File: src/hdl/adc_seq_pkg.sv
/*
  Constants, clock selections and trigger selections of the conversion sequencer.
  Assumes a single 250 MHz core clock; the analog comparator sits outside.
*/
// Function
// The converter runs only while converter_on is set.
// Writing conversion_go while enabled starts a conversion.
// A selected external trigger also starts a conversion.
// Software never sets conversion_go in the same write that enables the converter.
// At completion: clear conversion_go, set conversion_done_flag, load the result.
// Sleep conversion only on the RC clock, whose start waits one extra instruction.
// Completion in Sleep with done_irq_enable set requests wake-up.
// Completion in Sleep without done_irq_enable powers the converter down, converter_on kept.
// Sleep on a non-RC clock aborts the conversion and powers down, converter_on kept.
// Triggers arriving in Sleep are held pending until Sleep ends.
// Rising edge of the selected trigger sets conversion_go by hardware.
// trigger_select routes one hardware source to the edge detector.
// Software keeps trigger timing within converter timing needs.
// Software waits the acquisition time after channel changes.
// Software follows the recommended configure, enable, wait, start, read, clear order.
// conversion_done_flag is set at every completion regardless of interrupt enable.
// Only software clears conversion_done_flag.
// justify_select 1 right-justifies, 0 left-justifies the ten-bit result.
// The trigger is synchronised and edge-detected, one start per edge.
// At most one trigger is held pending in Sleep; starting clears it.
package adc_seq_pkg;
  localparam int          RES_BITS      = 10;
  localparam int          CONV_TAD      = 11;   // Sample plus ten bit decisions
  localparam int          CORE_MHZ      = 250;
  localparam int          INSTR_NS      = 16;   // One instruction cycle
  localparam int          INSTR_CYC     = (INSTR_NS * CORE_MHZ + 999) / 1000;
  localparam int          RC_TAD_NS     = 1000;
  localparam int          RC_DIV        = (RC_TAD_NS * CORE_MHZ) / 1000;
  localparam logic [2:0]  CS_RC_MASK    = 3'h3; // Codes x11 pick the RC clock
  localparam logic [3:0]  ACT_NONE      = 4'h0;
  localparam int          TRIG_SRCS     = 16;
  localparam logic [15:0] RESULT_RESET  = 16'h0000;
endpackage : adc_seq_pkg

File: src/hdl/adc_tad_divider.sv
/*
  Conversion clock enable divider: one-cycle pulse per conversion clock period.
  Assumes the core clock and a synchronous reset; restarted at each conversion start.
*/
`timescale 1ns/1ps
`default_nettype none
module adc_tad_divider
  import adc_seq_pkg::*;
(
  input  wire logic       i_core_clk,
  input  wire logic       i_sys_rst,
  input  wire logic       i_restart,
  input  wire logic [2:0] i_clk_sel,
  output logic            o_tad_tick
);
  typedef struct packed {
    logic [7:0] cnt;
  } div_state_t;

  div_state_t st_reg;
  div_state_t st_next;
  logic [7:0] limit;

  // ==========================================================
  // Divide ratio
  always_comb
  begin
    unique case (i_clk_sel)
      3'h0:    limit = 8'h01;
      3'h4:    limit = 8'h03;
      3'h1:    limit = 8'h07;
      3'h5:    limit = 8'h0F;
      3'h2:    limit = 8'h1F;
      3'h6:    limit = 8'h3F;
      default: limit = 8'(RC_DIV - 1);
    endcase
  end

  always_comb
  begin
    st_next = st_reg;
    if (i_restart || st_reg.cnt >= limit)
      st_next.cnt = 8'h00;
    else
      st_next.cnt = st_reg.cnt + 8'h01;
  end

  always_ff @(posedge i_core_clk)
  begin
    if (i_sys_rst)
      st_reg <= '0;
    else
      st_reg <= st_next;
  end

  assign o_tad_tick = !i_restart && st_reg.cnt >= limit;
endmodule : adc_tad_divider
`default_nettype wire

File: src/hdl/adc_conversion_sequencer.sv
/*
  Conversion sequencer: enable, software and hardware start, completion, Sleep handling.
  Assumes software writes arrive as one-cycle strobes and the comparator result is steady.
*/
`timescale 1ns/1ps
`default_nettype none
module adc_conversion_sequencer
  import adc_seq_pkg::*;
(
  input  wire logic                    i_core_clk,
  input  wire logic                    i_sys_rst,
  input  wire logic                    i_converter_on,
  input  wire logic                    i_go_write,
  input  wire logic                    i_go_write_val,
  input  wire logic                    i_flag_clear,
  input  wire logic                    i_done_irq_enable,
  input  wire logic                    i_justify_select,
  input  wire logic [2:0]              i_clk_sel,
  input  wire logic [3:0]              i_trigger_select,
  input  wire logic [adc_seq_pkg::TRIG_SRCS-1:0] i_trig_src,
  input  wire logic                    i_sleep,
  input  wire logic [adc_seq_pkg::RES_BITS-1:0]  i_sample_data,
  output logic                         o_conversion_go,
  output logic                         o_conversion_done_flag,
  output logic [15:0]                  o_result_register,
  output logic                         o_wake_req,
  output logic                         o_analog_powered,
  output logic                         o_sample_hold
);
  import adc_seq_pkg::*;

  typedef enum logic [1:0] {S_IDLE, S_DELAY, S_CONV} phase_t;

  typedef struct packed {
    phase_t     phase;
    logic       go;
    logic       done_flag;
    logic [15:0] result;
    logic       sync1;
    logic       sync2;
    logic       trig_prev;
    logic       pending;
    logic       wake;
    logic       powered_down;
    logic [7:0] dly;
    logic [3:0] tads;
  } seq_state_t;

  seq_state_t st_reg;
  seq_state_t st_next;
  logic       tick;
  logic       rc_clk;
  logic       trig_sel;
  logic       trig_edge;
  logic       start_req;
  logic       restart;

  // ==========================================================
  // Trigger routing and edge detection
  assign rc_clk    = (i_clk_sel & CS_RC_MASK) == CS_RC_MASK;
  assign trig_sel  = (i_trigger_select != ACT_NONE) && i_trig_src[i_trigger_select];
  assign trig_edge = st_reg.sync2 && !st_reg.trig_prev;

  always_comb
  begin
    st_next           = st_reg;
    st_next.sync1     = trig_sel;
    st_next.sync2     = st_reg.sync1;
    st_next.trig_prev = st_reg.sync2;
    st_next.wake      = 1'b0;
    start_req         = 1'b0;
    restart           = 1'b0;
    if (!i_sleep)
      st_next.powered_down = 1'b0;
    // Edges in Sleep merge into one pending request
    if (i_converter_on && trig_edge && i_sleep)
      st_next.pending = 1'b1;
    if (i_converter_on && st_reg.phase == S_IDLE && !st_reg.powered_down)
    begin
      if (i_go_write && i_go_write_val)
        start_req = 1'b1;
      else if (!i_sleep && (trig_edge || st_reg.pending))
        start_req = 1'b1;
    end
    if (start_req)
    begin
      st_next.go      = 1'b1;
      st_next.pending = 1'b0;
      st_next.dly     = rc_clk ? 8'(INSTR_CYC) : 8'h00;
      st_next.phase   = S_DELAY;
    end
    unique case (st_reg.phase)
      S_IDLE: ;
      S_DELAY:
      begin
        if (st_reg.dly == 8'h00)
        begin
          restart       = 1'b1;
          st_next.tads  = 4'h0;
          st_next.phase = S_CONV;
        end
        else
          st_next.dly = st_reg.dly - 8'h01;
      end
      S_CONV:
      begin
        if (tick)
        begin
          if (st_reg.tads == 4'(CONV_TAD - 1))
          begin
            st_next.phase     = S_IDLE;
            st_next.go        = 1'b0;
            st_next.done_flag = 1'b1;
            st_next.result    = i_justify_select
                              ? {6'h00, i_sample_data}
                              : {i_sample_data, 6'h00};
            if (i_sleep && i_done_irq_enable)
              st_next.wake = 1'b1;
            else if (i_sleep)
              st_next.powered_down = 1'b1;
          end
          else
            st_next.tads = st_reg.tads + 4'h1;
        end
      end
    endcase
    // Sleep on a system-derived clock kills the conversion
    if (i_sleep && !rc_clk && st_reg.phase != S_IDLE)
    begin
      st_next.phase        = S_IDLE;
      st_next.go           = 1'b0;
      st_next.powered_down = 1'b1;
    end
    // Disabling drops the conversion, go and any pending trigger; the flag and the result are kept for software
    if (!i_converter_on)
    begin
      st_next.phase   = S_IDLE;
      st_next.go      = 1'b0;
      st_next.pending = 1'b0;
    end
    // Completion set wins over a simultaneous software clear
    if (i_flag_clear && !(st_reg.phase == S_CONV && tick && st_reg.tads == 4'(CONV_TAD - 1)))
      st_next.done_flag = 1'b0;
  end

  always_ff @(posedge i_core_clk)
  begin
    if (i_sys_rst)
    begin
      st_reg        <= '0;
      st_reg.phase  <= S_IDLE;
      st_reg.result <= RESULT_RESET;
    end
    else
      st_reg <= st_next;
  end

  adc_tad_divider u_div (
    .i_core_clk (i_core_clk),
    .i_sys_rst  (i_sys_rst),
    .i_restart  (restart),
    .i_clk_sel  (i_clk_sel),
    .o_tad_tick (tick)
  );

  assign o_conversion_go        = st_reg.go;
  assign o_conversion_done_flag = st_reg.done_flag;
  assign o_result_register      = st_reg.result;
  assign o_wake_req             = st_reg.wake;
  assign o_analog_powered       = i_converter_on && !st_reg.powered_down;
  assign o_sample_hold          = st_reg.phase == S_CONV;

  // ==========================================================
  // Checks
  chk_go_needs_on: assert property (@(posedge i_core_clk) disable iff (i_sys_rst)
    !i_converter_on |=> !o_conversion_go) else $error("go set while disabled");
  chk_sw_start: assert property (@(posedge i_core_clk) disable iff (i_sys_rst)
    (i_converter_on && st_reg.phase == S_IDLE && !st_reg.powered_down && i_go_write && i_go_write_val)
    |=> o_conversion_go) else $error("software start missed");
  chk_done_sets_flag: assert property (@(posedge i_core_clk) disable iff (i_sys_rst)
    $fell(o_conversion_go) && !$past(i_sleep) && $past(i_converter_on) |-> o_conversion_done_flag)
    else $error("flag not set at completion");
  chk_rc_delay: assert property (@(posedge i_core_clk) disable iff (i_sys_rst)
    (start_req && rc_clk && i_converter_on && !i_sleep) |=> !o_sample_hold [*4])
    else $error("rc start not delayed");
  chk_wake_req: assert property (@(posedge i_core_clk) disable iff (i_sys_rst)
    o_wake_req |-> $past(i_sleep) && $past(i_done_irq_enable) && o_conversion_done_flag)
    else $error("bad wake request");
  chk_sleep_abort: assert property (@(posedge i_core_clk) disable iff (i_sys_rst)
    (i_sleep && !rc_clk && o_sample_hold && i_converter_on) |=> !o_sample_hold && !o_analog_powered)
    else $error("no abort in sleep");
  chk_pending_wait: assert property (@(posedge i_core_clk) disable iff (i_sys_rst)
    (st_reg.pending && i_sleep) |-> !start_req || (i_go_write && i_go_write_val))
    else $error("pending started in sleep");
  chk_justify: assert property (@(posedge i_core_clk) disable iff (i_sys_rst)
    $fell(o_conversion_go) && $past(st_reg.phase) == S_CONV && $past(i_justify_select)
    && $past(i_converter_on) && $past(tick) && $past(st_reg.tads) == 4'(CONV_TAD - 1)
    |-> o_result_register[15:10] == 6'h00) else $error("right justify wrong");
endmodule : adc_conversion_sequencer
`default_nettype wire

File: config.mk
export PLATFORM = sky130hd
export DESIGN_NAME = adc_conversion_sequencer
export DESIGN_NICKNAME = d
export VERILOG_FILES = /design/src/hdl/adc_seq_pkg.sv /design/src/hdl/adc_tad_divider.sv /design/src/hdl/adc_conversion_sequencer.sv
export SDC_FILE = /design/constraint.sdc
export NUM_CORES = 1
export LEC_CHECK = 0
export ABC_AREA = 1
export ABC_CLOCK_PERIOD_IN_PS = 3730
export BUFFER_PORTS_ARGS = -buffer_cell sky130_fd_sc_hd__buf_2
export CAP_MARGIN = 20
export CORE_ASPECT_RATIO = 1.1
export CORE_MARGIN = 8
export CORE_UTILIZATION = 55
export DETAILED_ROUTE_END_ITERATION = 10
export PLACE_DENSITY = 0.81
export RECOVER_POWER = 50
export SYNTH_ARGS = -nofsm -noshare
export SYNTH_HDL_FRONTEND = slang
export SYNTH_HIERARCHICAL = 1
export SYNTH_SLANG_ARGS = --single-unit
File: constraint.sdc
create_clock -name i_core_clk -period 3.73 [get_ports i_core_clk]
set_input_delay 1.119 -clock i_core_clk [delete_from_list [all_inputs] [get_ports i_core_clk]]
set_output_delay 1.119 -clock i_core_clk [all_outputs]
set_load 0.05 [all_outputs]
# == Word-level counts from Yosys, hierarchy flattened ==
# Index checks and enable logic that the tools add are counted.
# word_totals
ff_bits,46
input_bits,42
out_inout_bits,21
# classes
n_addsub,3
magnitude_cmp,2
n_eq_ne,12
mux,31
bitwise,4
reduce_logical,37
# ops
operator,count
8-bit one-hot mux with 6 select lines,1
20-bit two-way mux,2
8-bit two-way mux,3
18-bit two-way mux,1
1-bit logical AND,16
16-bit two-way mux,1
1-bit two-way mux,14
4-bit two-way mux,3
3-bit equality test (second input constant),3
8-bit by 1-bit adder with 8-bit output (second input constant),1
8-bit greater-or-equal comparator,1
8-bit zero test,1
4-bit one-hot mux with 2 select lines,1
8-bit by 1-bit subtractor with 8-bit output (second input constant),1
1-bit zero test,6
3-bit two-way mux,2
3-bit OR reduction,2
4-bit by 5-bit < comparator with 1-bit output (second input constant),1
4-bit by 1-bit adder with 4-bit output (second input constant),1
1-bit binary-select mux with 4-bit select,1
2-bit equality test (second input constant),2
4-bit equality test (second input constant),1
2-bit inequality test (second input constant),2
1-bit NOT,4
other kinds (15),18

# == Longest topological paths before layout ==
# Gate-level depths: netlist of the first run.
# depth
depth_word,11
depth_mapped,17
depth_no_buf,17

# == Cells and area by module ==
# The synthesis of the first run kept the hierarchy.
# by_module_without_submodules
mod,n_inst,cells_each,area_each_um2
adc_conversion_sequencer,1,313,2143.3
adc_tad_divider,1,76,550.5

# == Worst setup path before layout of the first run ==
# No wires, ideal clock.
# synth_timing
path_kind,in2out
startpoint,in i_converter_on
endpoint,out o_analog_powered
t_arrival_ns,1.804
required_ns,2.611
path_slack_ns,0.807
path_stages,2
n_path_buf,0
cell_sequence,inv_1 nor2_1
# synth_between
elab_chain_cells,1
# synth_rtl
item,line,text
"start, declared",adc_conversion_sequencer.sv:12,"input wire logic i_converter_on,"
1-bit logical AND,adc_conversion_sequencer.sv:170,assign o_analog_powered = i_converter_on && !st_reg.powered_down;
"end, declared",adc_conversion_sequencer.sv:27,"output logic o_analog_powered,"
# Every way passes these cells.

# == Final worst setup path of the first run ==
# layout_timing
startpoint,in i_clk_sel[1]
endpoint,reg st_reg (netlist bit o_wake_req)
# layout_between
elab_chain_cells,6
elab_cells_between_ends,11
# layout_rtl
item,line,text
"start, declared",adc_conversion_sequencer.sv:18,"input wire logic [2:0] i_clk_sel,"
"3-bit equality test, or another cell as far along",adc_tad_divider.sv:28,unique case (i_clk_sel)
8-bit one-hot mux with 6 select lines (*),adc_tad_divider.sv:28,
8-bit greater-or-equal comparator (*),adc_tad_divider.sv:56,assign o_tad_tick = !i_restart && st_reg.cnt >= limit;
1-bit logical AND (*),adc_tad_divider.sv:56,
named net tick,adc_conversion_sequencer.sv:51,logic tick;
1-bit NOT (no source line) (*),-,
4-bit OR reduction (no source line) (*),-,
"end signal, assigned",adc_conversion_sequencer.sv:155,st_reg <= st_next;
"end, declared",adc_conversion_sequencer.sv:49,seq_state_t st_reg;
# Mark *: on every way through the listed nets, which the timed path passes. The rest lies on a longest branch.
# A chain may end at the register's enable or synchronous reset.

==> results of run 1 <==
## worst paths after layout
| check | slack, ps | endpoint | start |
|---|---|---|---|
| worst min-delay path | 410 | st_next[15] | st_next[16] |
| worst max-delay path | 540 | o_wake_req | i_clk_sel[1] |
| worst min register to register | 410 | st_next[15] | st_next[16] |
| worst max register to register | 1450 | o_wake_req | st_reg[37] |
## per-stage QoR
step | cell area, sq um | instances | hold WS (ps)
global route | 2982 | 491 | 436.9
floorplan | 2694 | 389 | 388.3
finish | 2982 | 491 | 408.6
global placement | 2917 | 483 | 398.0
CTS | 3023 | 491 | 414.5
detailed placement | 2917 | 483 | 402.7
## placed cells by master, fill, tap and decap left out, types with 2 or more instances in the layout
cell and instances:
nor2_1 36, xnor2_1 2, nor2_4 4, o21ai_0 10
nor2_2 3, clkbuf_8 5, xor2_1 4, nand4_1 3
inv_2 2, clkbuf_1 23, dfxtp_1 46, nand3_2 2
nand3_1 44, a31oi_1 4, or2_2 2, inv_1 47
nand2_1 95, ha_1 15, a21oi_1 34, buf_2 41
## routing by layer
metal  routed length [um]  vias to the layer above
met5                    0                        -
met4                   63                        0
met3                  425                        5
met2                 2883                       64
met1                 2626                     1071
li1                     -                     1324
## critical path, delay by kind of cell
family | cells | cell delay [ps]
fa+ha+maj | 1 | 270
simple gates | 10 | 1260
compound gates | 2 | 330
buf+inv | 3 | 380
## kinds of logic (layout without fill, tap and decap cells)
group	after synthesis	after routing	synth area share
buf+inv	75	121	0.1319
flops	46	46	0.3418
compound gates	53	53	0.1105
fa+ha+maj	15	15	0.06967
xor+xnor	6	6	0.01951
simple gates	194	194	0.3265
## Yosys cell counts (all sizes together)
cell type  number  area share
nor4            1      0.0046
nor2           43       0.074
and3            1      0.0023
xor2            4       0.013
clkbuf          4      0.0060
or2             2      0.0046
inv            49       0.068
a211oi          1      0.0046
clkinv          1      0.0014
dfxtp          46        0.34
nand3          46       0.094
nor3            2      0.0056
a21boi          1      0.0028
o2111ai         1      0.0033
xnor2           2      0.0065
a31oi           4      0.0093
buf            21       0.056
o21ai          11       0.025
nand2          96        0.13
a21o            1      0.0028
ha             15       0.070
nand4           3      0.0070
a21oi          34       0.063
## where the power goes
part	internal (uW)	total (uW)	switching (uW)
logic	41.5	106	64.6
clock network	201	364	163
registers	498	505	6.94
total	740	975	235
## cell type report
class                      instances  share of cell area
timing repair buffer              63             0.09778
inverter                          50             0.06295
tap                               56             0.02350
clock inverter                     1             0.01007
multi-input combinational        268              0.4713
sequential                        46              0.3089
clock buffer                       7             0.02560
==> summary.txt, run 1 <==
status - finished, final reports clean
Critical Path RT - 3910 ps
startpoint types - primary input
CP Cell Sequence - clkbuf_1 > nand2_1 > inv_1 > nor2_1 > a21oi_1 > ha_1 > nand2_1 > nand2_1 > nand2_1 > nand2_1 > nand2_1 > a21oi_1 > nand2_1 > nor2_4 > inv_2 > nor4_2
# setup viols final - 0
first-pass GRT wire length - 10350 um
DP Worst Slack - 211.3 ps
CTS tree - built
Resized Gates After CTS - 0
via count - 2464
slowest CP cell - nor2_4
clk_lat worst skew - 290 ps
Post-Syn Nets - 446
core area - 4684 sq um
Max VDD drop - 0.2447 mV
vias in the first global route - 2470
Leakage - 0.001346 uW
final period utilization - 0.8551
setup TNS - 0 ps
register area - 920.9 sq um
Worst Reg2Reg Path Length in Cells - 9
DIE AREA - 7396 sq um
total power - 974.7 uW
hold depth - 2
number of remaining DRC errors - 0
Crit path largest cell delay - 310 ps
Clock Tree Buf Depth - 2
total track usage - 0.1736
# fillers - 458
post-synthesis area per instance - 6.925 sq um
Post-CTS Hold Buffers - 0
Avg Vias per Cell - 5.018
Worst Hold Class - flip-flop to flip-flop
Synth Instances - 389
#FFs+latches synth - 46
pin slew with the least headroom to its limit - 1370 ps
final wirelength - 5998 um
met1 GRT Util - 0.1957
TritonRoute pass-1 iters - 4
port bufs - 61
largest net degree at the start of global routing - 30
sequential cell area fraction in the yosys report - 0.3418
Fin. Hold Viols - 0
fin nets - 491
Initial Util - 0.5751
Die X-Extent - 82.73 um
min Tclk post-route - 3189 ps
crit path DAT - 3370 ps
area grow syn2layout - 10.68%
setup repair after global routing missed its margin - no
Core Util, Final - 0.6365
FP Rows - 26
Synthesis Warnings - 6
ratio of cells with drive above 1 in the final layout - 0.1517
met2 GRT Util - 0.2956
routability cong. - 0.7716
clk slew on worst S/H paths - 90 ps
# clock sinks - 46
Multi-input gate area - 1405 sq um
# Post-CTS Setup Buffers - 0
CP dominant cell by count - nand2_1
total gr overflow - 0
initial antenna violation count - 0
I/O pins - 63
DRT iter0 DRCs - 140
Die Y-Extent - 89.40 um
H-tree depth - 2
Netlist cell types - 35
M3 GR Usage - 0.05433
Fmax - 313.5 MHz
wire per inst - 12.22 um
Worst setup EP type - flip-flop
Max-cap violations - 0
diodes inserted - 0
number of flip-flops in the largest register - 17
Final HPWL DP - 4638 um
GR peak layer - met2
fin. max-slew vios - 0
Critical Path Fanout Max - 15
Worst Setup Slack, final - 540.6 ps
Netlist Area Pre-Place - 2694 sq um
CTS root buffer - clkbuf_8
CTS buffer count - 5
max_slew headroom - 0.08696
antenna-violating nets left - 0
pwr/cell area - 326.9 nW/um^2
Setup CP Type - primary input to flip-flop
Layout Skew - 9.567 ps
Note: power is estimated with default switching activity, not from simulation.
==> inputs of run 2 (changes only) <==
--- a/config.mk
+++ b/config.mk
@@ -6,14 +6,14 @@
 export NUM_CORES = 1
 export LEC_CHECK = 0
 export ABC_AREA = 1
-export ABC_CLOCK_PERIOD_IN_PS = 3730
+export ABC_CLOCK_PERIOD_IN_PS = 3200
 export BUFFER_PORTS_ARGS = -buffer_cell sky130_fd_sc_hd__buf_2
 export CAP_MARGIN = 20
 export CORE_ASPECT_RATIO = 1.1
 export CORE_MARGIN = 8
-export CORE_UTILIZATION = 55
+export CORE_UTILIZATION = 54
 export DETAILED_ROUTE_END_ITERATION = 10
-export PLACE_DENSITY = 0.81
+export PLACE_DENSITY = 0.8
 export RECOVER_POWER = 50
 export SYNTH_ARGS = -nofsm -noshare
 export SYNTH_HDL_FRONTEND = slang
==> constraint.sdc (replaced) <==
create_clock -name i_core_clk -period 3.2 [get_ports i_core_clk]
set_input_delay 0.96 -clock i_core_clk [delete_from_list [all_inputs] [get_ports i_core_clk]]
set_output_delay 0.96 -clock i_core_clk [all_outputs]
set_load 0.05 [all_outputs]
==> run 2 against run 1 <==
  * Setup slack got worse by 70 ps
  * Clock skew decreased by 5.3 ps
  * Flip-flop and latch count unchanged
  * Core utilization decreased by 3.0 points
  * Critical path depth increased by 1
  * First-iteration DRC count decreased by 34%
  * Non-clock buffer count increased by 2
  * Worst hold slack improved by 3.7 ps
  * Count of clock-buffer cells in the layout decreased by 2
  * Sequential share of layout area increased by 0.13 points
  * Highest routed layer unchanged
==> summary.txt, run 2 (same netlist as run 1, synthesis figures left out) <==
core area - 4898 sq um
Die X-Extent - 83.34 um
max_slew headroom - 0.04467
FP Rows - 27
CTS buffer count - 5
Critical Path RT - 3340 ps
antenna-violating nets left - 0
Met2 Wirelength - 2763 um
commonest cells after routing, fill and taps aside - 95 x nand2_1, 47 x inv_1, 46 x dfxtp_1, 44 x nand3_1, 40 x buf_2
area grow syn2layout - 10.22%
Leakage - 0.001343 uW
DIE AREA - 7507 sq um
worst hold slack - 412.3 ps
ratio of cells with drive above 1 in the final layout - 0.1533
diodes inserted - 0
Design Area, Final - 2969 sq um
initial antenna violation count - 0
Fin. Hold Viols - 0
Final HPWL DP - 4550 um
pwr/cell area - 363.6 nW/um^2
pin slew with the least headroom to its limit - 1418 ps
# clock sinks - 46
Setup CP Type - primary input to flip-flop
final period utilization - 0.8530
I/O pins - 63
vias in the first global route - 2459
via count - 2525
fin nets - 493
largest net degree at the start of global routing - 29
Worst Setup Slack, final - 470.5 ps
CTS tree - built
min Tclk post-route - 2730 ps
Clock Tree Buf Depth - 2
Worst setup EP type - flip-flop
Worst Hold Class - flip-flop to flip-flop
Post-CTS Hold Buffers - 0
# setup viols final - 0
most common cell after layout, fill and taps aside - nand2_1
first-pass GRT wire length - 10180 um
Critical Path Fanout Max - 15
wire per inst - 11.80 um
TritonRoute pass-1 iters - 4
port bufs - 61
Die Y-Extent - 90.08 um
routability cong. - 0.7928
Initial Util - 0.5499
total gr overflow - 0
clk slew on worst S/H paths - 90 ps
crit path DAT - 2870 ps
Layout Skew - 4.290 ps
setup TNS - 0 ps
final wirelength - 5841 um
Resized Gates After CTS - 0
Worst Reg2Reg Path Length in Cells - 7
Max VDD drop - 0.3083 mV
Area after DPL - 2934 sq um
fin. max-slew vios - 0
Max-cap violations - 0
Fmax - 366.4 MHz
total track usage - 0.1541
DRT iter0 DRCs - 93
hold depth - 2
H-tree depth - 2
DR WL met3 - 381 um
status - finished, final reports clean
uppermost layer routed - met4
Avg Vias per Cell - 5.101
number of flip-flops in the largest register - 17
startpoint types - primary input
number of remaining DRC errors - 0
# Post-CTS Setup Buffers - 0
DP Worst Slack - 119.9 ps
Metal-1 WL - 2622 um
CTS root buffer - clkbuf_8
clk_lat worst skew - 300 ps
setup repair after global routing missed its margin - no
-- run 2: worst paths after layout --
check | to | slack (ps) | from
worst max-delay path | o_result_register[14] | 470 | i_clk_sel[1]
worst min-delay path | st_next[15] | 410 | st_next[16]
worst max register to register | st_reg[3] | 750 | st_reg[4]
worst min register to register | st_next[15] | 410 | st_next[16]
-- run 2: layer usage --
| metal | global-route usage | up-vias |
|---|---|---|
| met5 | 0 | - |
| met4 | 0.04839 | 0 |
| met3 | 0.04874 | 9 |
| met2 | 0.2661 | 67 |
| met1 | 0.1745 | 1124 |
| li1 | - | 1325 |
-- run 2: through the flow --
stage          total power (uW)  instances  utilization
2_1_floorplan             680.1        389            -
3_3_place_gp              723.2        487       0.5990
4_1_cts                    1093        495       0.6181
6_report                   1080        495       0.6061
3_5_place_dp              727.2        487       0.5990
5_1_grt                    1124        495       0.6061
-- run 2: power by group --
part	switching (uW)	total (uW)	internal, uW
clock	212	370	158
combinational	74.1	122	48.0
sequential	7.41	588	581
-- run 2: area by class of cell --
class                   count  area (sq um)
well taps                  58         72.57
flip-flops and latches     46         920.9
inverters                  50         187.7
multi-input cells         268          1389
repair buffers             65         305.3
clock buffers               5         68.82
clock inverters             3         25.02
fillers                   476          1929
-- run 2: critical path, cell delays in order --
cell and delay [ps]:
buf_2 130, nand2_1 120, inv_1 50, nor2_1 110
a21oi_1 70, ha_1 270, nand2_1 50, nand2_1 50
nand2_1 40, nand2_1 60, nand2_1 70, a21oi_1 230
nand2_1 130, nor2_4 190, inv_2 160, nand2_1 100
a21oi_1 70
==> inputs of run 3 (changes only) <==
--- a/config.mk
+++ b/config.mk
@@ -7,13 +7,13 @@
 export LEC_CHECK = 0
 export ABC_AREA = 1
 export ABC_CLOCK_PERIOD_IN_PS = 3200
-export BUFFER_PORTS_ARGS = -buffer_cell sky130_fd_sc_hd__buf_2
 export CAP_MARGIN = 20
 export CORE_ASPECT_RATIO = 1.1
 export CORE_MARGIN = 8
-export CORE_UTILIZATION = 54
+export CORE_UTILIZATION = 55
 export DETAILED_ROUTE_END_ITERATION = 10
-export PLACE_DENSITY = 0.8
+export DONT_BUFFER_PORTS = 1
+export PLACE_DENSITY = 0.7
 export RECOVER_POWER = 50
 export SYNTH_ARGS = -nofsm -noshare
 export SYNTH_HDL_FRONTEND = slang
==> run 3 against run 2 <==
  * Count of clock-buffer cells in the layout grew 1
  * Total power is 5.5% lower
  * First-iteration DRC count rose by 33%
  * Sequential share of layout area increased by 3.3 points
  * Clock power shrank 5.9%
  * Sequential power about the same
  * Clock skew up 2.4 ps
  * Die area shrank 1.5%
  * Register-to-register slack better by 130 ps
  * Worst hold slack worse by 7.5 ps
  * Wire length is 4.5% lower
  * Cell count is 13% lower
  * Critical endpoint is now o_result_register[8]
  * Largest power group unchanged
  * Highest routed layer unchanged
==> summary.txt, run 3 (same netlist as run 1, synthesis figures left out) <==
Setup CP Type - primary input to flip-flop
min Tclk post-route - 2711 ps
Resized Gates After CTS - 0
commonest cells after routing, fill and taps aside - 95 x nand2_1, 47 x inv_1, 46 x dfxtp_1, 44 x nand3_1, 36 x nor2_1
TritonRoute pass-1 iters - 4
crit path from - i_clk_sel[1]
Reg-to-Reg End - st_reg[3]
setup TNS - 0 ps
fin. max-slew vios - 0
crit path DAT - 2940 ps
# setup viols final - 0
Final HPWL DP - 4283 um
Fin. Hold Viols - 0
number of flip-flops in the largest register - 17
final period utilization - 0.8471
first-pass GRT wire length - 9680 um
Worst Reg2Reg Path Length in Cells - 7
port bufs - 0
Reg-to-Reg Start - st_reg[4]
Worst setup EP type - flip-flop
setup repair after global routing missed its margin - no
area grow syn2layout - -0.4645%
DIE AREA - 7396 sq um
Worst R2R Setup Slack - 880 ps
H-tree depth - 2
routability cong. - 0.7885
Max-cap violations - 0
max_slew headroom - 0.09745
diodes inserted - 0
Critical Path Fanout Max - 16
most common cell after layout, fill and taps aside - nand2_1
Clock Tree Buf Depth - 2
Initial Util - 0.5751
total track usage - 0.1613
ratio of cells with drive above 1 in the final layout - 0.06684
CTS tree - built
Core Util, Final - 0.5724
register area - 920.9 sq um
final wirelength - 5581 um
# clock sinks - 46
Critical Path RT - 3430 ps
status - finished, final reports clean
DRT iter0 DRCs - 124
pin slew with the least headroom to its limit - 1340 ps
Fmax - 368.9 MHz
pwr/cell area - 380.5 nW/um^2
Avg Vias per Cell - 5.272
CTS buffer count - 5
Die X-Extent - 82.73 um
# Post-CTS Setup Buffers - 0
vias in the first global route - 2271
wire per inst - 12.98 um
# fillers - 477
startpoint types - primary input
initial antenna violation count - 0
total gr overflow - 0
CTS root buffer - clkbuf_8
I/O pins - 63
via count - 2267
number of remaining DRC errors - 0
clk_lat worst skew - 300 ps
worst setup path endpoint - o_result_register[8]
largest net degree at the start of global routing - 30
fin nets - 430
core area - 4684 sq um
Layout Skew - 6.647 ps
Die Y-Extent - 89.40 um
FP Rows - 26
Max VDD drop - 0.2750 mV
Multi-input gate area - 1389 sq um
Leakage - 0.001155 uW
Post-CTS Hold Buffers - 0
clk slew on worst S/H paths - 80 ps
Worst Hold Class - flip-flop to flip-flop
antenna-violating nets left - 0
worst hold start - st_next[16]
[run 3: worst min path at each step]
| stage | to | slack (ps) | depth (start not counted) |
|---|---|---|---|
| after floorplan | st_next[15] | 390 | 2 |
| after global placement | st_next[15] | 400 | 2 |
| after detailed placement | st_next[15] | 400 | 2 |
| after CTS | st_next[15] | 410 | 2 |
| after global routing | st_next[15] | 420 | 2 |
| final | st_next[15] | 400 | 2 |
[run 3: cell type report]
cell class              count  share of cell area
clock buffers               6             0.02706
clock inverters             2            0.005133
inverters                  50             0.07000
multi-input cells         268              0.5180
flip-flops and latches     46              0.3434
well taps                  56             0.02613
repair buffers              2             0.01027
[run 3: power by group]
| part | switching [uW] | internal, uW | leakage [uW] | total, uW |
|---|---|---|---|---|
| sequential | 8.84 | 580 | 0.000372 | 589 |
| clock | 194 | 154 | 0.0000452 | 348 |
| combinational | 51.3 | 31.6 | 0.000738 | 82.9 |
| total | 254 | 766 | 0.00116 | 1020 |
[run 3: worst max-delay path, stage by stage]
cell	delay, ps
nand2_1	100
inv_1	50
nor2_1	110
a21oi_1	70
ha_1	270
nand2_1	50
nand2_1	60
nand2_1	40
nand2_1	70
nand2_1	80
a21oi_1	250
nand2_1	140
nor2_4	290
buf_12	180
o21ai_0	80
a31oi_1	160
[run 3: metal layers]
layer	GRT usage	routed length, um	part of all wire	up-vias
met5	0	0	0	-
met3	0.06942	505	0.090	5
li1	-	-	-	1195
met1	0.1837	2353	0.42	1016
met2	0.2737	2683	0.48	51
met4	0.02826	38	0.0068	0
[run 3: through the flow]
| stage | hold WS (ps) | instances | total power [uW] | setup slack, ps | instance area [sq um] |
|---|---|---|---|---|---|
| after floorplan | 388.3 | 389 | 680.1 | 496.6 | 2694 |
| after global placement | 395.7 | 422 | 687.0 | 149.6 | 2624 |
| after detailed placement | 395.2 | 422 | 689.2 | 112.1 | 2624 |
| after CTS | 407.7 | 430 | 1039 | 416.3 | 2710 |
| after global routing | 421.8 | 430 | 1077 | 232.7 | 2681 |
| final | 404.7 | 430 | 1020 | 489.4 | 2681 |
